<file path="src/include/dpsc_pkg.sv">
/*
  Package of constants for the debug port system control block: register
  offsets, field positions, reset values, codes and clock divider figures.
  Assumes one 125 MHz clock feeding every user of these constants.
*/
package dpsc_pkg;

  // ----------------------------------------------------------------------
  // register offsets on the debug register port
  // ----------------------------------------------------------------------
  localparam logic [7:0] OFS_RESET_REQUEST = 8'h08;
  localparam logic [7:0] OFS_CLOCK_DIVIDER = 8'h09;
  localparam logic [7:0] OFS_SYS_CONTROL   = 8'h0a;
  localparam logic [7:0] OFS_SYS_STATUS    = 8'h0b;
  localparam logic [7:0] OFS_CRC_STATUS    = 8'h0c;

  // ----------------------------------------------------------------------
  // codes and reset values
  // ----------------------------------------------------------------------
  localparam logic [7:0] RESET_CODE_RUN    = 8'h00;
  localparam logic [7:0] RESET_CODE_NORMAL = 8'h59;
  localparam logic [1:0] CLKSEL_16MHZ      = 2'h1;
  localparam logic [1:0] CLKSEL_8MHZ       = 2'h2;
  localparam logic [1:0] CLKSEL_4MHZ       = 2'h3;
  localparam logic [1:0] CLKSEL_RESET      = CLKSEL_4MHZ;
  localparam logic [7:0] STATUS_RESET      = 8'h01;
  localparam logic [2:0] CRC_RESET         = 3'h0;

  // ----------------------------------------------------------------------
  // field positions
  // ----------------------------------------------------------------------
  localparam int CTRL_CLOCK_REQUEST = 0;
  localparam int CTRL_USER_ROW_DONE = 1;
  localparam int ST_LOCKED          = 0;
  localparam int ST_BOOT_COMPLETE   = 1;
  localparam int ST_UROW_READY      = 2;
  localparam int ST_NVM_READY       = 3;
  localparam int ST_ASLEEP          = 4;
  localparam int ST_RESET_ACTIVE    = 5;
  localparam int ST_ERASE_FAILED    = 6;
  localparam int ST_BOOT_OR_FAIL    = 7;

  // ----------------------------------------------------------------------
  // debug clock divider, rates in kHz
  // ----------------------------------------------------------------------
  localparam int CLK_KHZ      = 125000;
  localparam int DBG_16M_KHZ  = 16000;
  localparam int DBG_8M_KHZ   = 8000;
  localparam int DBG_4M_KHZ   = 4000;
  localparam int DIV_W        = 6;
  // period as whole clock cycles, rounded down so the tick is never slower
  localparam logic [DIV_W-1:0] DIV_16M = DIV_W'(CLK_KHZ / DBG_16M_KHZ - 1);
  localparam logic [DIV_W-1:0] DIV_8M  = DIV_W'(CLK_KHZ / DBG_8M_KHZ - 1);
  localparam logic [DIV_W-1:0] DIV_4M  = DIV_W'(CLK_KHZ / DBG_4M_KHZ - 1);

endpackage

</file>
<file path="src/rtl/dpsc_sync.sv">
/*
  Three-stage synchroniser for a bundle of independent level bits.
  Assumes each bit is a slow level from another domain; bits are not
  coherent with each other as a word.
*/
`timescale 1ns/1ps
module dpsc_sync
#(
  parameter int         WIDTH   = 1,
  parameter logic [7:0] RST_VAL = 8'h00
)
(
  // clock and reset
  input  wire logic             clk,
  input  wire logic             srst,
  // levels
  input  wire logic [WIDTH-1:0] async_in,
  output logic      [WIDTH-1:0] sync_out
);

  // ----------------------------------------------------------------------
  // checks
  // ----------------------------------------------------------------------
  if (WIDTH < 1 || WIDTH > 8)
  begin : g_chk
    $error("dpsc_sync width must be 1 to 8");
  end

  typedef struct packed {
    logic [WIDTH-1:0] s1;
    logic [WIDTH-1:0] s2;
    logic [WIDTH-1:0] s3;
    logic [WIDTH-1:0] q;
  } dpsc_sync_t;

  dpsc_sync_t st;
  dpsc_sync_t next_st;

  // ----------------------------------------------------------------------
  // per-bit stages; the first stage feeds only the second
  // ----------------------------------------------------------------------
  always_comb
  begin
    next_st    = st;
    next_st.s1 = async_in;
    next_st.s2 = st.s1;
    next_st.s3 = st.s2;
    for (int i = 0; i < WIDTH; i++)
    begin
      // a change counts only once stages two and three agree
      if (st.s2[i] == st.s3[i])
      begin
        next_st.q[i] = st.s3[i];
      end
    end
  end

  always_ff @(posedge clk)
  begin
    if (srst)
    begin
      st.s1 <= RST_VAL[WIDTH-1:0];
      st.s2 <= RST_VAL[WIDTH-1:0];
      st.s3 <= RST_VAL[WIDTH-1:0];
      st.q  <= RST_VAL[WIDTH-1:0];
    end
    else
    begin
      st <= next_st;
    end
  end

  assign sync_out = st.q;

endmodule

</file>
<file path="src/rtl/dpsc_ctrl.sv">
/*
  System-side control and status registers of the single-wire debug
  interface: reset request, debug clock select, system clock request,
  user row hand-off, system status and CRC status.
  Assumes the debug interface decodes its own link and presents byte
  accesses on a simple register port in the clk domain; system-side
  status levels arrive from another domain and are synchronised here.
*/
// What this block does
// code 0x59 asserts system reset, 0x00 clears it, other codes ignored
// clock select 1, 2, 3 give 16, 8, 4 MHz debug clock
// clock select resets to 4 MHz setting, also on interface enable
// writing one to user row done starts user row programming
// programmer writes user row done only after data is in RAM
// user row done write ignored unless user row key decoded
// clock request bit one keeps system clock running through sleep
// writing zero to clock request withdraws the system clock request
// clock request set automatically whenever debug interface becomes enabled
// status bit 7 is erase failed OR boot complete
// erase failed set on failed erase, cleared by any system reset
// reset active flag set during system reset, cleared on read
// asleep flag follows system idle or deeper sleep
// nvm program ready flag shows programming through debug allowed
// programmer resets system through reset request after nvm programming
// device flags user row ready; programmer then writes user row done
// boot complete flag set after boot; access layer refused until then
// programmer checks reset active is zero before access layer work
// locked flag resets to one, reads zero after unlocking erase
// CRC status field one-hot: idle, busy, pass, fail
// requested system reset held until clear code written
`timescale 1ns/1ps
module dpsc_ctrl
#(
  parameter int SYS_IN_W = 8
)
(
  // clock and reset
  input  wire logic       clk,
  input  wire logic       srst,
  // register port from the debug link
  input  wire logic [7:0] reg_addr,
  input  wire logic [7:0] reg_wdata,
  input  wire logic       reg_we,
  input  wire logic       reg_re,
  output logic      [7:0] reg_rdata,
  output logic            reg_rvalid,
  // debug interface state, same clock
  input  wire logic       debug_enable,
  input  wire logic       user_row_key_ok,
  // system domain levels, asynchronous
  input  wire logic       sys_in_reset,
  input  wire logic       sys_asleep,
  input  wire logic       sys_boot_done,
  input  wire logic       sys_erase_fail,
  input  wire logic       sys_nvm_ready,
  input  wire logic       sys_urow_ready,
  input  wire logic       sys_locked,
  input  wire logic [2:0] sys_crc_status,
  // controls toward the system
  output logic            sys_reset_request,
  output logic            system_clock_request,
  output logic            user_row_program,
  output logic            access_layer_enable,
  output logic            debug_clock_tick
);

  // ----------------------------------------------------------------------
  // checks
  // ----------------------------------------------------------------------
  if (SYS_IN_W != 8)
  begin : g_chk
    $error("dpsc_ctrl expects eight system status levels");
  end

  // ----------------------------------------------------------------------
  // synchronised system levels
  // ----------------------------------------------------------------------
  logic [SYS_IN_W-1:0] sys_raw;
  logic [SYS_IN_W-1:0] sys_sync;
  logic [2:0]          crc_sync;

  assign sys_raw = {sys_in_reset, sys_asleep, sys_boot_done, sys_erase_fail,
                    sys_nvm_ready, sys_urow_ready, sys_locked, 1'b0};

  // locked level starts at one so status reads its reset value
  dpsc_sync
  #(
    .WIDTH   (SYS_IN_W),
    .RST_VAL (8'h02)
  )
  u_sys_sync
  (
    .clk      (clk),
    .srst     (srst),
    .async_in (sys_raw),
    .sync_out (sys_sync)
  );

  dpsc_sync
  #(
    .WIDTH   (3),
    .RST_VAL ({5'h00, dpsc_pkg::CRC_RESET})
  )
  u_crc_sync
  (
    .clk      (clk),
    .srst     (srst),
    .async_in (sys_crc_status),
    .sync_out (crc_sync)
  );

  logic s_in_reset;
  logic s_asleep;
  logic s_boot;
  logic s_erase_fail;
  logic s_nvm_ready;
  logic s_urow_ready;
  logic s_locked;

  assign s_in_reset   = sys_sync[7];
  assign s_asleep     = sys_sync[6];
  assign s_boot       = sys_sync[5];
  assign s_erase_fail = sys_sync[4];
  assign s_nvm_ready  = sys_sync[3];
  assign s_urow_ready = sys_sync[2];
  assign s_locked     = sys_sync[1];

  // ----------------------------------------------------------------------
  // state
  // ----------------------------------------------------------------------
  typedef struct packed {
    logic                        rst_req;
    logic [1:0]                  clk_sel;
    logic                        clk_req;
    logic                        urow_go;
    logic                        erase_failed;
    logic                        reset_seen;
    logic                        enable_d;
    logic [7:0]                  rdata;
    logic                        rvalid;
    logic                        acc_en;
    logic [dpsc_pkg::DIV_W-1:0] div_cnt;
    logic                        tick;
  } dpsc_state_t;

  dpsc_state_t st;
  dpsc_state_t next_st;

  logic [7:0]                  status_word;
  logic [dpsc_pkg::DIV_W-1:0] div_limit;
  logic                        any_reset;
  logic                        enable_rise;

  // ----------------------------------------------------------------------
  // status word assembly
  // ----------------------------------------------------------------------
  always_comb
  begin
    status_word                              = 8'h00;
    status_word[dpsc_pkg::ST_LOCKED]         = s_locked;
    status_word[dpsc_pkg::ST_BOOT_COMPLETE]  = s_boot;
    status_word[dpsc_pkg::ST_UROW_READY]     = s_urow_ready;
    status_word[dpsc_pkg::ST_NVM_READY]      = s_nvm_ready;
    status_word[dpsc_pkg::ST_ASLEEP]         = s_asleep;
    status_word[dpsc_pkg::ST_RESET_ACTIVE]   = st.reset_seen;
    status_word[dpsc_pkg::ST_ERASE_FAILED]   = st.erase_failed;
    status_word[dpsc_pkg::ST_BOOT_OR_FAIL]   = st.erase_failed | s_boot;
  end

  // ----------------------------------------------------------------------
  // debug clock period select; reserved code stops the tick
  // ----------------------------------------------------------------------
  always_comb
  begin
    unique case (st.clk_sel)
      dpsc_pkg::CLKSEL_16MHZ:
      begin
        div_limit = dpsc_pkg::DIV_16M;
      end
      dpsc_pkg::CLKSEL_8MHZ:
      begin
        div_limit = dpsc_pkg::DIV_8M;
      end
      dpsc_pkg::CLKSEL_4MHZ:
      begin
        div_limit = dpsc_pkg::DIV_4M;
      end
      default:
      begin
        div_limit = '0;
      end
    endcase
  end

  // own reset request counts too, since the system sees it before it echoes
  assign any_reset   = s_in_reset | st.rst_req;
  assign enable_rise = debug_enable & ~st.enable_d;

  // ----------------------------------------------------------------------
  // next state
  // ----------------------------------------------------------------------
  always_comb
  begin
    next_st          = st;
    next_st.enable_d = debug_enable;
    next_st.rvalid   = reg_re;
    next_st.urow_go  = 1'b0;

    // register writes
    if (reg_we)
    begin
      unique case (reg_addr)
        dpsc_pkg::OFS_RESET_REQUEST:
        begin
          if (reg_wdata == dpsc_pkg::RESET_CODE_NORMAL)
          begin
            next_st.rst_req = 1'b1;
          end
          else if (reg_wdata == dpsc_pkg::RESET_CODE_RUN)
          begin
            next_st.rst_req = 1'b0;
          end
        end
        dpsc_pkg::OFS_CLOCK_DIVIDER:
        begin
          next_st.clk_sel = reg_wdata[1:0];
        end
        dpsc_pkg::OFS_SYS_CONTROL:
        begin
          next_st.clk_req = reg_wdata[dpsc_pkg::CTRL_CLOCK_REQUEST];
          if (user_row_key_ok && reg_wdata[dpsc_pkg::CTRL_USER_ROW_DONE])
          begin
            next_st.urow_go = 1'b1;
          end
        end
        default:
        begin
          next_st.clk_req = st.clk_req;
        end
      endcase
    end

    // enabling the interface restores the reset clock select and asks for the clock
    if (enable_rise)
    begin
      next_st.clk_sel = dpsc_pkg::CLKSEL_RESET;
      next_st.clk_req = 1'b1;
    end

    // read data; status read clears reset flag, but a live reset re-sets it
    if (reg_re)
    begin
      unique case (reg_addr)
        dpsc_pkg::OFS_RESET_REQUEST:
        begin
          next_st.rdata = st.rst_req ? dpsc_pkg::RESET_CODE_NORMAL : dpsc_pkg::RESET_CODE_RUN;
        end
        dpsc_pkg::OFS_CLOCK_DIVIDER:
        begin
          next_st.rdata = {6'h00, st.clk_sel};
        end
        dpsc_pkg::OFS_SYS_CONTROL:
        begin
          next_st.rdata = {7'h00, st.clk_req};
        end
        dpsc_pkg::OFS_SYS_STATUS:
        begin
          next_st.rdata = status_word;
        end
        dpsc_pkg::OFS_CRC_STATUS:
        begin
          next_st.rdata = {5'h00, crc_sync};
        end
        default:
        begin
          next_st.rdata = 8'h00;
        end
      endcase
    end

    if (reg_re && reg_addr == dpsc_pkg::OFS_SYS_STATUS)
    begin
      next_st.reset_seen = 1'b0;
    end
    if (any_reset)
    begin
      next_st.reset_seen = 1'b1;
    end

    // a reset wipes a failure; a failure during reset is lost with it
    if (any_reset)
    begin
      next_st.erase_failed = 1'b0;
    end
    else if (s_erase_fail)
    begin
      next_st.erase_failed = 1'b1;
    end

    // no access layer while booting or while the system sits in reset
    next_st.acc_en = s_boot & ~any_reset;

    // debug clock enable divider
    if (div_limit == '0)
    begin
      next_st.div_cnt = '0;
      next_st.tick    = 1'b0;
    end
    else if (st.div_cnt >= div_limit)
    begin
      next_st.div_cnt = '0;
      next_st.tick    = 1'b1;
    end
    else
    begin
      next_st.div_cnt = st.div_cnt + 1'b1;
      next_st.tick    = 1'b0;
    end
  end

  // ----------------------------------------------------------------------
  // registers
  // ----------------------------------------------------------------------
  always_ff @(posedge clk)
  begin
    if (srst)
    begin
      st              <= '0;
      st.clk_sel      <= dpsc_pkg::CLKSEL_RESET;
    end
    else
    begin
      st <= next_st;
    end
  end

  // ----------------------------------------------------------------------
  // outputs, each straight from a flop
  // ----------------------------------------------------------------------
  // reset request lives here, so the srst of this block is never driven by it
  assign sys_reset_request    = st.rst_req;
  assign system_clock_request = st.clk_req;
  assign user_row_program     = st.urow_go;
  assign access_layer_enable  = st.acc_en;
  assign debug_clock_tick     = st.tick;
  assign reg_rdata            = st.rdata;
  assign reg_rvalid           = st.rvalid;

endmodule

</file>
<file path="config.mk">
export PLATFORM = sky130hd
export DESIGN_NAME = dpsc_ctrl
export DESIGN_NICKNAME = d
export VERILOG_FILES = /design/src/include/dpsc_pkg.sv /design/src/rtl/dpsc_sync.sv /design/src/rtl/dpsc_ctrl.sv
export SDC_FILE = /design/constraint.sdc
export NUM_CORES = 1
export LEC_CHECK = 0
export BUFFER_PORTS_ARGS = -buffer_cell sky130_fd_sc_hd__buf_2
export CAP_MARGIN = 25
export CORE_UTILIZATION = 55
export CTS_CLUSTER_DIAMETER = 150
export DETAILED_ROUTE_END_ITERATION = 8
export HOLD_SLACK_MARGIN = 0.05
export PLACE_DENSITY = 0.78
export SLEW_MARGIN = 20
export SYNTH_ARGS = -nofsm -noshare
export SYNTH_HDL_FRONTEND = slang
export SYNTH_SLANG_ARGS = --single-unit
</file>
<file path="constraint.sdc">
create_clock -name clk -period 2.5 [get_ports clk]
set_input_delay 0.25 -clock clk [delete_from_list [all_inputs] [get_ports clk]]
set_output_delay 0.25 -clock clk [all_outputs]
set_load 0.01 [all_outputs]
</file>
==> results of run 1 <==
worst min path at each step:
stage / from / end / cells past startpoint
floorplan: srst / reg_rvalid / 1
global placement: u_sys_sync.next_st[17] / u_sys_sync.next_st[9] / 1
detailed placement: u_sys_sync.next_st[17] / u_sys_sync.next_st[9] / 1
CTS: sys_locked / u_sys_sync.next_st[17] / 2
global route: sys_locked / u_sys_sync.next_st[17] / 2
finish: sys_locked / u_sys_sync.next_st[17] / 2
cells in the mapped netlist:
| cell | count | share of area |
|---|---|---|
| sky130_fd_sc_hd__nand3b_1 | 2 | 0.0061 |
| sky130_fd_sc_hd__nor4b_4 | 1 | 0.0096 |
| sky130_fd_sc_hd__nand3_1 | 4 | 0.0081 |
| sky130_fd_sc_hd__nor3b_2 | 1 | 0.0051 |
| sky130_fd_sc_hd__and3b_1 | 1 | 0.0035 |
| sky130_fd_sc_hd__nand2_1 | 17 | 0.026 |
| sky130_fd_sc_hd__o31a_1 | 1 | 0.0035 |
| sky130_fd_sc_hd__buf_6 | 1 | 0.0046 |
| sky130_fd_sc_hd__o21a_1 | 1 | 0.0030 |
| sky130_fd_sc_hd__nor3b_4 | 1 | 0.0076 |
| sky130_fd_sc_hd__ha_1 | 5 | 0.025 |
| sky130_fd_sc_hd__xor2_1 | 2 | 0.0071 |
| sky130_fd_sc_hd__nand4b_1 | 5 | 0.018 |
| sky130_fd_sc_hd__buf_2 | 2 | 0.0041 |
| sky130_fd_sc_hd__nor2_1 | 8 | 0.012 |
| sky130_fd_sc_hd__o41ai_2 | 1 | 0.0066 |
| sky130_fd_sc_hd__dfxtp_1 | 65 | 0.53 |
| sky130_fd_sc_hd__nor3b_1 | 3 | 0.0091 |
| sky130_fd_sc_hd__a31o_1 | 3 | 0.011 |
| sky130_fd_sc_hd__inv_1 | 5 | 0.0076 |
| sky130_fd_sc_hd__mux2i_1 | 5 | 0.020 |
| sky130_fd_sc_hd__nor4_1 | 2 | 0.0051 |
| sky130_fd_sc_hd__o21ai_0 | 11 | 0.022 |
| sky130_fd_sc_hd__buf_1 | 1 | 0.0015 |
| sky130_fd_sc_hd__nor3_1 | 7 | 0.014 |
| sky130_fd_sc_hd__nand4_1 | 3 | 0.0076 |
| sky130_fd_sc_hd__a21oi_1 | 21 | 0.043 |
| sky130_fd_sc_hd__nor2b_1 | 32 | 0.081 |
| sky130_fd_sc_hd__or2_1 | 3 | 0.0076 |
| sky130_fd_sc_hd__nand2b_1 | 8 | 0.020 |
| sky130_fd_sc_hd__o32ai_1 | 1 | 0.0035 |
| sky130_fd_sc_hd__xnor2_1 | 1 | 0.0035 |
| sky130_fd_sc_hd__a211oi_1 | 1 | 0.0030 |
| sky130_fd_sc_hd__buf_4 | 8 | 0.024 |
| sky130_fd_sc_hd__clkbuf_1 | 7 | 0.011 |
| sky130_fd_sc_hd__a22o_1 | 1 | 0.0035 |
| sky130_fd_sc_hd__and2_1 | 3 | 0.0076 |
| sky130_fd_sc_hd__o21bai_1 | 2 | 0.0061 |
| sky130_fd_sc_hd__o311ai_1 | 1 | 0.0035 |
| sky130_fd_sc_hd__o21ai_1 | 2 | 0.0041 |
| sky130_fd_sc_hd__or4_1 | 1 | 0.0030 |
per-stage QoR:
step	util	hold WS [ps]	total power, mW
after floorplan	-	334	1.16
after global placement	0.643	387	1.20
after detailed placement	0.643	393	1.21
after CTS	0.695	74.3	2.18
after global routing	0.695	90.5	2.24
final	0.695	90.5	2.15
worst max-delay path, delay by kind of cell, from the launching register on:
| family | cells | cell delay [ps] |
|---|---|---|
| buf+inv | 1 | 70 |
| simple gates | 3 | 500 |
| compound gates | 2 | 550 |
| flops | 1 | 350 |
| fa+ha+maj | 1 | 260 |
layer usage:
| metal | up-vias | wire (um) | track usage |
|---|---|---|---|
| li1 | 926 | - | - |
| met1 | 802 | 2000 | 0.238 |
| met2 | 65 | 1780 | 0.296 |
| met3 | 4 | 315 | 0.0789 |
| met4 | 0 | 48 | 0.122 |
| met5 | - | 0 | 0 |
flip-flops by register name (all words and copies together) (netlist names):
| name | cells |
|---|---|
| u_crc_sync.sync_out | 3 |
| u_crc_sync.st | 3 |
| reg_rvalid | 1 |
| reg_rdata | 8 |
| sys_reset_request | 1 |
| system_clock_request | 1 |
| u_sys_sync.next_st | 14 |
| u_sys_sync.st | 7 |
| u_sys_sync.sync_out | 7 |
| access_layer_enable | 1 |
| user_row_program | 1 |
| st | 11 |
| debug_clock_tick | 1 |
| u_crc_sync.next_st | 6 |
cells by family (layout without fill, tap and decap cells):
| logic type | Yosys count | count (layout) | synth area share |
|---|---|---|---|
| adders and majority gates | 5 | 5 | 0.0253 |
| buffers and inverters | 24 | 67 | 0.0527 |
| AOI/OAI and AO/OA | 46 | 46 | 0.113 |
| and+or+nand+nor | 102 | 102 | 0.251 |
| muxes | 5 | 5 | 0.0203 |
| DFF | 65 | 65 | 0.527 |
| xor gates and xnor gates | 3 | 3 | 0.0106 |
power breakdown:
| group | leakage (nW) | internal (mW) | switching [mW] |
|---|---|---|---|
| Sequential | 0.530 | 1.06 | 0.0130 |
| Clock | 0.114 | 0.563 | 0.404 |
| Combinational | 0.573 | 0.0537 | 0.0558 |
final cells by class:
type / instances / area [um^2] / share of cell area
clock inverters: 7 / 92.6 / 0.0321
repair buffers: 46 / 245 / 0.0851
multi-input cells: 161 / 1040 / 0.360
inverters: 5 / 18.8 / 0.00651
clock buffers: 9 / 124 / 0.0430
flip-flops and latches: 65 / 1300 / 0.452
well taps: 50 / 62.6 / 0.0217
==> tab_implementation.tex, run 1 <==
\begin{tabular}{lr}
\hline
Metric & Value \\
\hline
\multicolumn{2}{l}{\textbf{Floorplan}} \\
\quad Die span in y & around 70 um \\
\quad Die X-Extent & approximately 70 um \\
\quad Number of core rows & 23 \\
\quad Io pins & 46 \\
\quad Overall die area & around 4800 um\^{}2 \\
\quad Floorplan Core Area & just over 4000 um\^{}2 \\
\quad Starting density of the core & 0.596 \\
\multicolumn{2}{l}{\textbf{Synth}} \\
\quad Flip-flop and latch count after synthesis & 65 \\
\quad Post-Synthesis Net Count & between 200 and 300 \\
\quad Cell area after synthesis & roughly 2500 um\^{}2 \\
\quad Synth Warn \# & 0 \\
\quad Post-synthesis average cell area & about 9.9 um\^{}2 \\
\quad Synthesized instance count & 250 \\
\quad Sequential fraction of the synthesis area & 0.527 \\
\quad Yosys cell types & just over 40 \\
\multicolumn{2}{l}{\textbf{Detailed routing}} \\
\quad Remaining routing DRC violations & 0 \\
\quad Routed wirelength normalized by instance count & $\sim$12 um \\
\quad Final ANT Viol Nets & 0 \\
\quad Detail-routed via count per cell & 5.24 \\
\quad Initial drt markers & 95 \\
\quad Detailed-route via count & 1797 \\
\quad Detailed-route wire length & approximately 4100 um \\
\quad TritonRoute pass-1 iters & 4 \\
\multicolumn{2}{l}{\textbf{Final layout}} \\
\quad Total Nets Final & $\sim$330 \\
\quad Share of layout cells above drive strength 1 & 0.225 \\
\quad Post-synthesis to final-layout area growth & 16.7\% \\
\quad Leading cell types in the layout, fill and taps excluded & sky130\_fd\_sc\_hd\_\_dfxtp\_1, sky130\_fd\_sc\_hd\_\_buf\_2, sky130\_fd\_sc\_hd\_\_nor2b\_1, sky130\_fd\_sc\_hd\_\_a21oi\_1, sky130\_fd\_sc\_hd\_\_nand2\_1 \\
\quad FILL cells & 325 \\
\quad Final antenna diode count & 0 \\
\quad Leading cell type in the layout, fill and taps excluded & sky130\_fd\_sc\_hd\_\_dfxtp\_1 \\
\quad Non-filler instance count after layout & roughly 340 \\
\quad Cell area after layout & between 2000 and 3000 um\^{}2 \\
\multicolumn{2}{l}{\textbf{Clocking}} \\
\quad Number of setup buffers added after CTS & 0 \\
\quad Root buffer cell & sky130\_fd\_sc\_hd\_\_clkbuf\_8 \\
\quad Cts bufs inserted & 9 \\
\quad H-tree Lvls & 3 \\
\quad Quantity of hold-fixing buffers added after cts & 0 \\
\quad Max clock buf depth & 2 \\
\quad TritonCTS clock tree & built \\
\quad Number of clock sinks & 65 \\
\quad Post-CTS clock slew at the launch and capture registers of the worst setup and hold paths & 70 ps \\
\quad Latest clock arrival within the worst-skew pair & about 340 ps \\
\quad Post-cts resize count & 0 \\
\multicolumn{2}{l}{\textbf{Status}} \\
\quad Run status & finished, final reports clean \\
\multicolumn{2}{l}{\textbf{Critical path}} \\
\quad Worst EP required & 2700 ps \\
\quad Kind of end point of the critical path & flip-flop \\
\quad Worst EP arrival & a little over 2000 ps \\
\quad R2r setup slk & roughly 630 ps \\
\quad Critical path cell sequence & nor2\_1 > inv\_1 > ha\_1 > nor2b\_1 > o21ai\_1 > a21oi\_1 > nor3\_1 \\
\quad Terminus of the critical flop-to-flop path & st[3] \\
\quad Path type of the worst setup path & flip-flop to flip-flop \\
\quad Critical path capture point & st[3] \\
\quad CP startpoint kind & flip-flop \\
\quad Critical-path maximum fanout & 7 \\
\quad Depth of the worst register-to-register path & 7 \\
\quad Cell with the biggest individual delay on the critical path & sky130\_fd\_sc\_hd\_\_a21oi\_1 \\
\quad Maximum single-stage delay on the critical path & 480 ps \\
\quad Worst setup path start & st[23] \\
\quad Launch instance of the worst register-to-register path & st[23] \\
\multicolumn{2}{l}{\textbf{Global routing}} \\
\quad First-pass GRT wire length & roughly 6600 um \\
\quad Maximum number of pins on one net before global-route repair & 34 \\
\quad Number of antenna violations at the first check in global routing & 0 \\
\quad Overall fraction of global-route tracks in use & 0.199 \\
\quad Via count of the first global-routing pass & $\sim$1500 \\
\quad Leftover overflow at the end of global routing & 0 \\
\multicolumn{2}{l}{\textbf{Power and ir drop}} \\
\quad Leakage power summed over all cells & $\sim$1.2 nW \\
\quad Power per cell area & approximately 750 nW/um\^{}2 \\
\quad Worst-case vdd ir drop & approximately 0.0005 V \\
\multicolumn{2}{l}{\textbf{Timing}} \\
\quad PnR worst setup slack & about 630 ps \\
\quad Post-route minimum period & 1870 ps \\
\quad Final Max Tran Viols & 0 \\
\quad Final hold violation count & 0 \\
\quad Max-slew headroom at the worst pin & 0.606 \\
\quad Count of final setup violators & 0 \\
\quad Worst-Margin Slew & about 590 ps \\
\quad Setup repair after global routing missed its margin & no \\
\quad Largest clock skew in the final design & roughly 9.6 ps \\
\quad Final setup TNS & 0 ps \\
\quad Max Fclk & between 500 and 600 MHz \\
\quad Share of the cycle needed by the critical path after routing & 0.749 \\
\multicolumn{2}{l}{\textbf{Placement}} \\
\quad Total placed instance area & 2670 um\^{}2 \\
\quad \# placed instances & 327 \\
\quad Dpl hpwl & $\sim$2900 um \\
\quad Final Wtd Congestion & about 0.8 \\
\quad Number of port buffers & 45 \\
\quad Place WS & roughly 690 ps \\
\multicolumn{2}{l}{\textbf{Worst hold path}} \\
\quad Class of the tightest hold or removal check & input pin to flip-flop \\
\multicolumn{2}{l}{\textbf{Flow run}} \\
\quad Maximum capacitance violations & 0 \\
\hline
\end{tabular}
Power figures use the tool's default switching activity.
==> inputs of run 2 (changes only) <==
ABC_AREA = 1   (was not set)
CORE_UTILIZATION = 49   (was 55)
PLACE_DENSITY = 0.73   (was 0.78)
clock period = 1.6 ns   (was 2.5 ns; I/O delays follow)
==> run 2 against run 1 <==
Compared with the run above:
- first-iteration DRC count shrank 33%
- worst hold slack lost 24 ps
- area after synthesis grew 2.1%
- count of clock-buffer cells in the layout grew 3
- largest power group unchanged
- fmax grew 21%
- register-to-register slack lost 580 ps
==> tab_implementation.tex, run 2 <==
\begin{tabular}{lr}
\hline
Metric & Value \\
\hline
\multicolumn{2}{l}{\textbf{Status}} \\
\quad Run status & finished, final reports clean \\
\multicolumn{2}{l}{\textbf{Critical path}} \\
\quad Worst EP required & 1870 ps (-830 ps) \\
\quad Path type of the worst setup path & flip-flop to flip-flop \\
\quad R2r setup slk & 50 ps (-580 ps) \\
\quad Worst setup path start & st[23] \\
\quad CP startpoint kind & flip-flop \\
\quad Most used cell, CP & sky130\_fd\_sc\_hd\_\_nor2\_1 \\
\quad Cell with the biggest individual delay on the critical path & sky130\_fd\_sc\_hd\_\_dfxtp\_2 \\
\quad Depth of the worst register-to-register path & 6 (-1) \\
\quad Kind of end point of the critical path & flip-flop \\
\quad Launch instance of the worst register-to-register path & st[23] \\
\quad Maximum single-stage delay on the critical path & 360 ps (-120 ps) \\
\quad CP bufs+invs & 0 (-1) \\
\quad Delay-heaviest family, CP & simple AND/OR/NAND/NOR gates \\
\quad Terminus of the critical flop-to-flop path & st[5] \\
\quad Critical-path maximum fanout & 6 (-1) \\
\quad Critical path cell sequence & nor2\_1 > ha\_1 > a21o\_1 > a211oi\_2 > nand4\_2 > nor2\_1 \\
\quad Worst EP arrival & 1820 ps (-250 ps) \\
\multicolumn{2}{l}{\textbf{Flow run}} \\
\quad Maximum capacitance violations & 0 (unchanged) \\
\multicolumn{2}{l}{\textbf{Detailed routing}} \\
\quad Detail-routed via count per cell & 4.61 (-12\%) \\
\quad Routed wirelength normalized by instance count & 10.4 um (-14\%) \\
\quad Detailed-route via count & 2020 (+12\%) \\
\quad Final ANT Viol Nets & 0 (unchanged) \\
\quad Initial drt markers & 64 (-33\%) \\
\quad Detailed-route wire length & 4580 um (+10\%) \\
\quad Remaining routing DRC violations & 0 (unchanged) \\
\quad TritonRoute pass-1 iters & 4 (unchanged) \\
\multicolumn{2}{l}{\textbf{Synth}} \\
\quad Area share of the largest cell type after synthesis & 0.516 (-0.0110) \\
\quad Synth Flop Type & sky130\_fd\_sc\_hd\_\_dfxtp\_1 \\
\quad Post-synth top cells & sky130\_fd\_sc\_hd\_\_dfxtp\_1, sky130\_fd\_sc\_hd\_\_nor2\_1, sky130\_fd\_sc\_hd\_\_inv\_1 \\
\quad Area contributors post-synth & sky130\_fd\_sc\_hd\_\_dfxtp\_1, sky130\_fd\_sc\_hd\_\_nor2\_1, sky130\_fd\_sc\_hd\_\_inv\_1, sky130\_fd\_sc\_hd\_\_nand2\_1, sky130\_fd\_sc\_hd\_\_a21oi\_1 \\
\quad Synthesized instance count & 311 (+24\%) \\
\quad Synth area leader & sky130\_fd\_sc\_hd\_\_dfxtp\_1 \\
\quad Sequential fraction of the synthesis area & 0.516 (-0.0110) \\
\quad EDFF count, synth & 0 (unchanged) \\
\quad Post-Synthesis Net Count & 348 (+21\%) \\
\quad Cell area after synthesis & 2520 um\^{}2 (+2.1\%) \\
\quad Synth Warn \# & 0 (unchanged) \\
\quad Library cell with the highest instance count after synthesis & sky130\_fd\_sc\_hd\_\_dfxtp\_1 \\
\quad FFs w/ async S/R, synth & 0 (unchanged) \\
\quad Yosys cell types & 35 (-15\%) \\
\quad Flip-flop and latch count after synthesis & 65 (unchanged) \\
\quad Post-synthesis average cell area & 8.11 um\^{}2 (-18\%) \\
\multicolumn{2}{l}{\textbf{Final layout}} \\
\quad FILL cells & 409 (+26\%) \\
\quad Non-filler instance count after layout & 438 (+28\%) \\
\quad Leading cell type in the layout, fill and taps excluded & sky130\_fd\_sc\_hd\_\_dfxtp\_1 \\
\quad Flip-flop count of the largest register after layout & 14 (unchanged) \\
\quad Post-synthesis to final-layout area growth & 22.4\% \\
\quad Leading cell types in the layout, fill and taps excluded & sky130\_fd\_sc\_hd\_\_dfxtp\_1, sky130\_fd\_sc\_hd\_\_nor2\_1, sky130\_fd\_sc\_hd\_\_inv\_1, sky130\_fd\_sc\_hd\_\_buf\_2, sky130\_fd\_sc\_hd\_\_nand2\_1 \\
\quad Final antenna diode count & 0 (unchanged) \\
\quad Share of layout cells above drive strength 1 & 0.235 (+0.00925) \\
\quad Total Nets Final & 403 (+24\%) \\
\multicolumn{2}{l}{\textbf{Timing}} \\
\quad Setup repair after global routing missed its margin & yes \\
\quad Final Max Tran Viols & 0 (unchanged) \\
\quad Final setup TNS & 0 ps (unchanged) \\
\quad Final hold violation count & 0 (unchanged) \\
\quad Max Fclk & 647 MHz (+21\%) \\
\quad Share of the cycle needed by the critical path after routing & 0.967 (+0.218) \\
\quad Post-route minimum period & 1550 ps (-325 ps) \\
\quad Largest clock skew in the final design & 9.86 ps (+0.215 ps) \\
\quad Count of final setup violators & 0 (unchanged) \\
\quad Max-slew headroom at the worst pin & 0.818 (+0.212) \\
\quad Worst-Margin Slew & 272 ps (-318 ps) \\
\multicolumn{2}{l}{\textbf{Clocking}} \\
\quad TritonCTS clock tree & built \\
\quad Latest clock arrival within the worst-skew pair & 340 ps (about the same) \\
\quad Number of clock sinks & 65 (unchanged) \\
\quad Max clock buf depth & 2 (unchanged) \\
\quad Root buffer cell & sky130\_fd\_sc\_hd\_\_clkbuf\_8 \\
\quad H-tree Lvls & 3 (unchanged) \\
\quad Cts bufs inserted & 9 (unchanged) \\
\quad Post-CTS clock slew at the launch and capture registers of the worst setup and hold paths & 70 ps (about the same) \\
\multicolumn{2}{l}{\textbf{Power and ir drop}} \\
\quad Leakage power summed over all cells & 1.40 nW (+15\%) \\
\quad Power per cell area & 1010 nW/um\^{}2 (+36\%) \\
\quad Total Power Consumption & 3.13 mW (+45\%) \\
\quad Worst-case vdd ir drop & 0.000838 V (+70\%) \\
\multicolumn{2}{l}{\textbf{Worst hold path}} \\
\quad Critical hold path startpoint & reg\_wdata[1] \\
\quad Class of the tightest hold or removal check & input pin to flip-flop \\
\quad Worst min-delay path endpoint & user\_row\_program \\
\quad Number of cells on the worst hold path & 3 (+1) \\
\multicolumn{2}{l}{\textbf{Global routing}} \\
\quad Overall fraction of global-route tracks in use & 0.192 (-0.00678) \\
\quad Leftover overflow at the end of global routing & 0 (unchanged) \\
\quad Number of antenna violations at the first check in global routing & 0 (unchanged) \\
\quad First-pass GRT wire length & 7710 um (+17\%) \\
\quad Maximum number of pins on one net before global-route repair & 42 (+24\%) \\
\quad Via count of the first global-routing pass & 1880 (+25\%) \\
\multicolumn{2}{l}{\textbf{Floorplan}} \\
\quad Floorplan Core Area & 4850 um\^{}2 (+17\%) \\
\quad Overall die area & 5440 um\^{}2 (+14\%) \\
\quad Die span in y & 73.7 um (+6.9\%) \\
\quad Die X-Extent & 73.7 um (+6.9\%) \\
\quad Io pins & 46 (unchanged) \\
\quad Starting density of the core & 0.520 (-0.0757) \\
\quad Number of core rows & 25 (+8.7\%) \\
\multicolumn{2}{l}{\textbf{Placement}} \\
\quad Final Wtd Congestion & 0.805 (-0.95\%) \\
\quad Dpl hpwl & 3150 um (+11\%) \\
\quad \# placed instances & 409 (+25\%) \\
\quad Number of port buffers & 45 (unchanged) \\
\hline
\end{tabular}
run 2: cell types whose count changed after synthesis, sizes merged, moves of 7 or more:
cell / previous run / this run
inv: 5 / 51
nand2: 17 / 37
nand2b: 8 / 0
nand3: 4 / 13
nor2: 8 / 63
nor2b: 32 / 0
nor3: 7 / 0
run 2: worst reg2reg max path, stage by stage, from the launching register on:
cell                       delay [ps]
sky130_fd_sc_hd__dfxtp_2          360
sky130_fd_sc_hd__nor2_1           100
sky130_fd_sc_hd__ha_1             190
sky130_fd_sc_hd__a21o_1           180
sky130_fd_sc_hd__a211oi_2         270
sky130_fd_sc_hd__nand4_2          230
sky130_fd_sc_hd__nor2_1           150
run 2: how the worst max path moves through the flow:
stage,endpoint,slack [ps],depth (start not counted)
floorplan,st[1],200,6
global placement,st[6],120,6
detailed placement,st[5],30,6
CTS,st[5],10,6
global route,st[2],-20,6
finish,st[5],50,6
run 2: what timing repair did:
item,CTS,global route
buffers inserted,0,1
endpoints found under the setup margin,0,6
hold buffers,12,0
resized for setup,0,6
endpoints found under the hold margin,12,0
run 2: through the flow:
stage                     instance area [um^2]  utilization  setup WS, ps  hold WS (ps)
after floorplan                           2520            -           203           264
after global placement                    2760        0.569           120           344
after detailed placement                  2760        0.569          26.6           347
after CTS                                 3060        0.631          12.9          53.7
after global routing                      3090        0.636         -19.1          57.8
final                                     3090        0.636          53.4          66.7
run 2: routing by layer:
metal	routed length [um]	GRT usage
met1	2090	0.211
met2	2100	0.317
met3	230	0.0631
met4	159	0.124
met5	0	0
run 2: logic make-up after synthesis:
logic type | count (synthesis) | synth area share
compound gates | 43 | 0.101
xor+xnor | 4 | 0.0139
fa+ha+maj | 5 | 0.0248
buf+inv | 68 | 0.118
flops | 65 | 0.516
simple gates | 126 | 0.226
run 2: power breakdown:
group	internal, mW	switching [mW]
clock	0.644	0.603
combinational	0.0932	0.106
sequential	1.66	0.0208
run 2: cell type report:
type / count / area [um^2] / area share
repair buffers: 60 / 380 / 0.123
inverters: 52 / 195 / 0.0633
well taps: 67 / 83.8 / 0.0272
clock inverters: 4 / 27.5 / 0.00892
clock buffers: 12 / 155 / 0.0503
flip-flops and latches: 65 / 1310 / 0.423
multi-input cells: 178 / 938 / 0.304
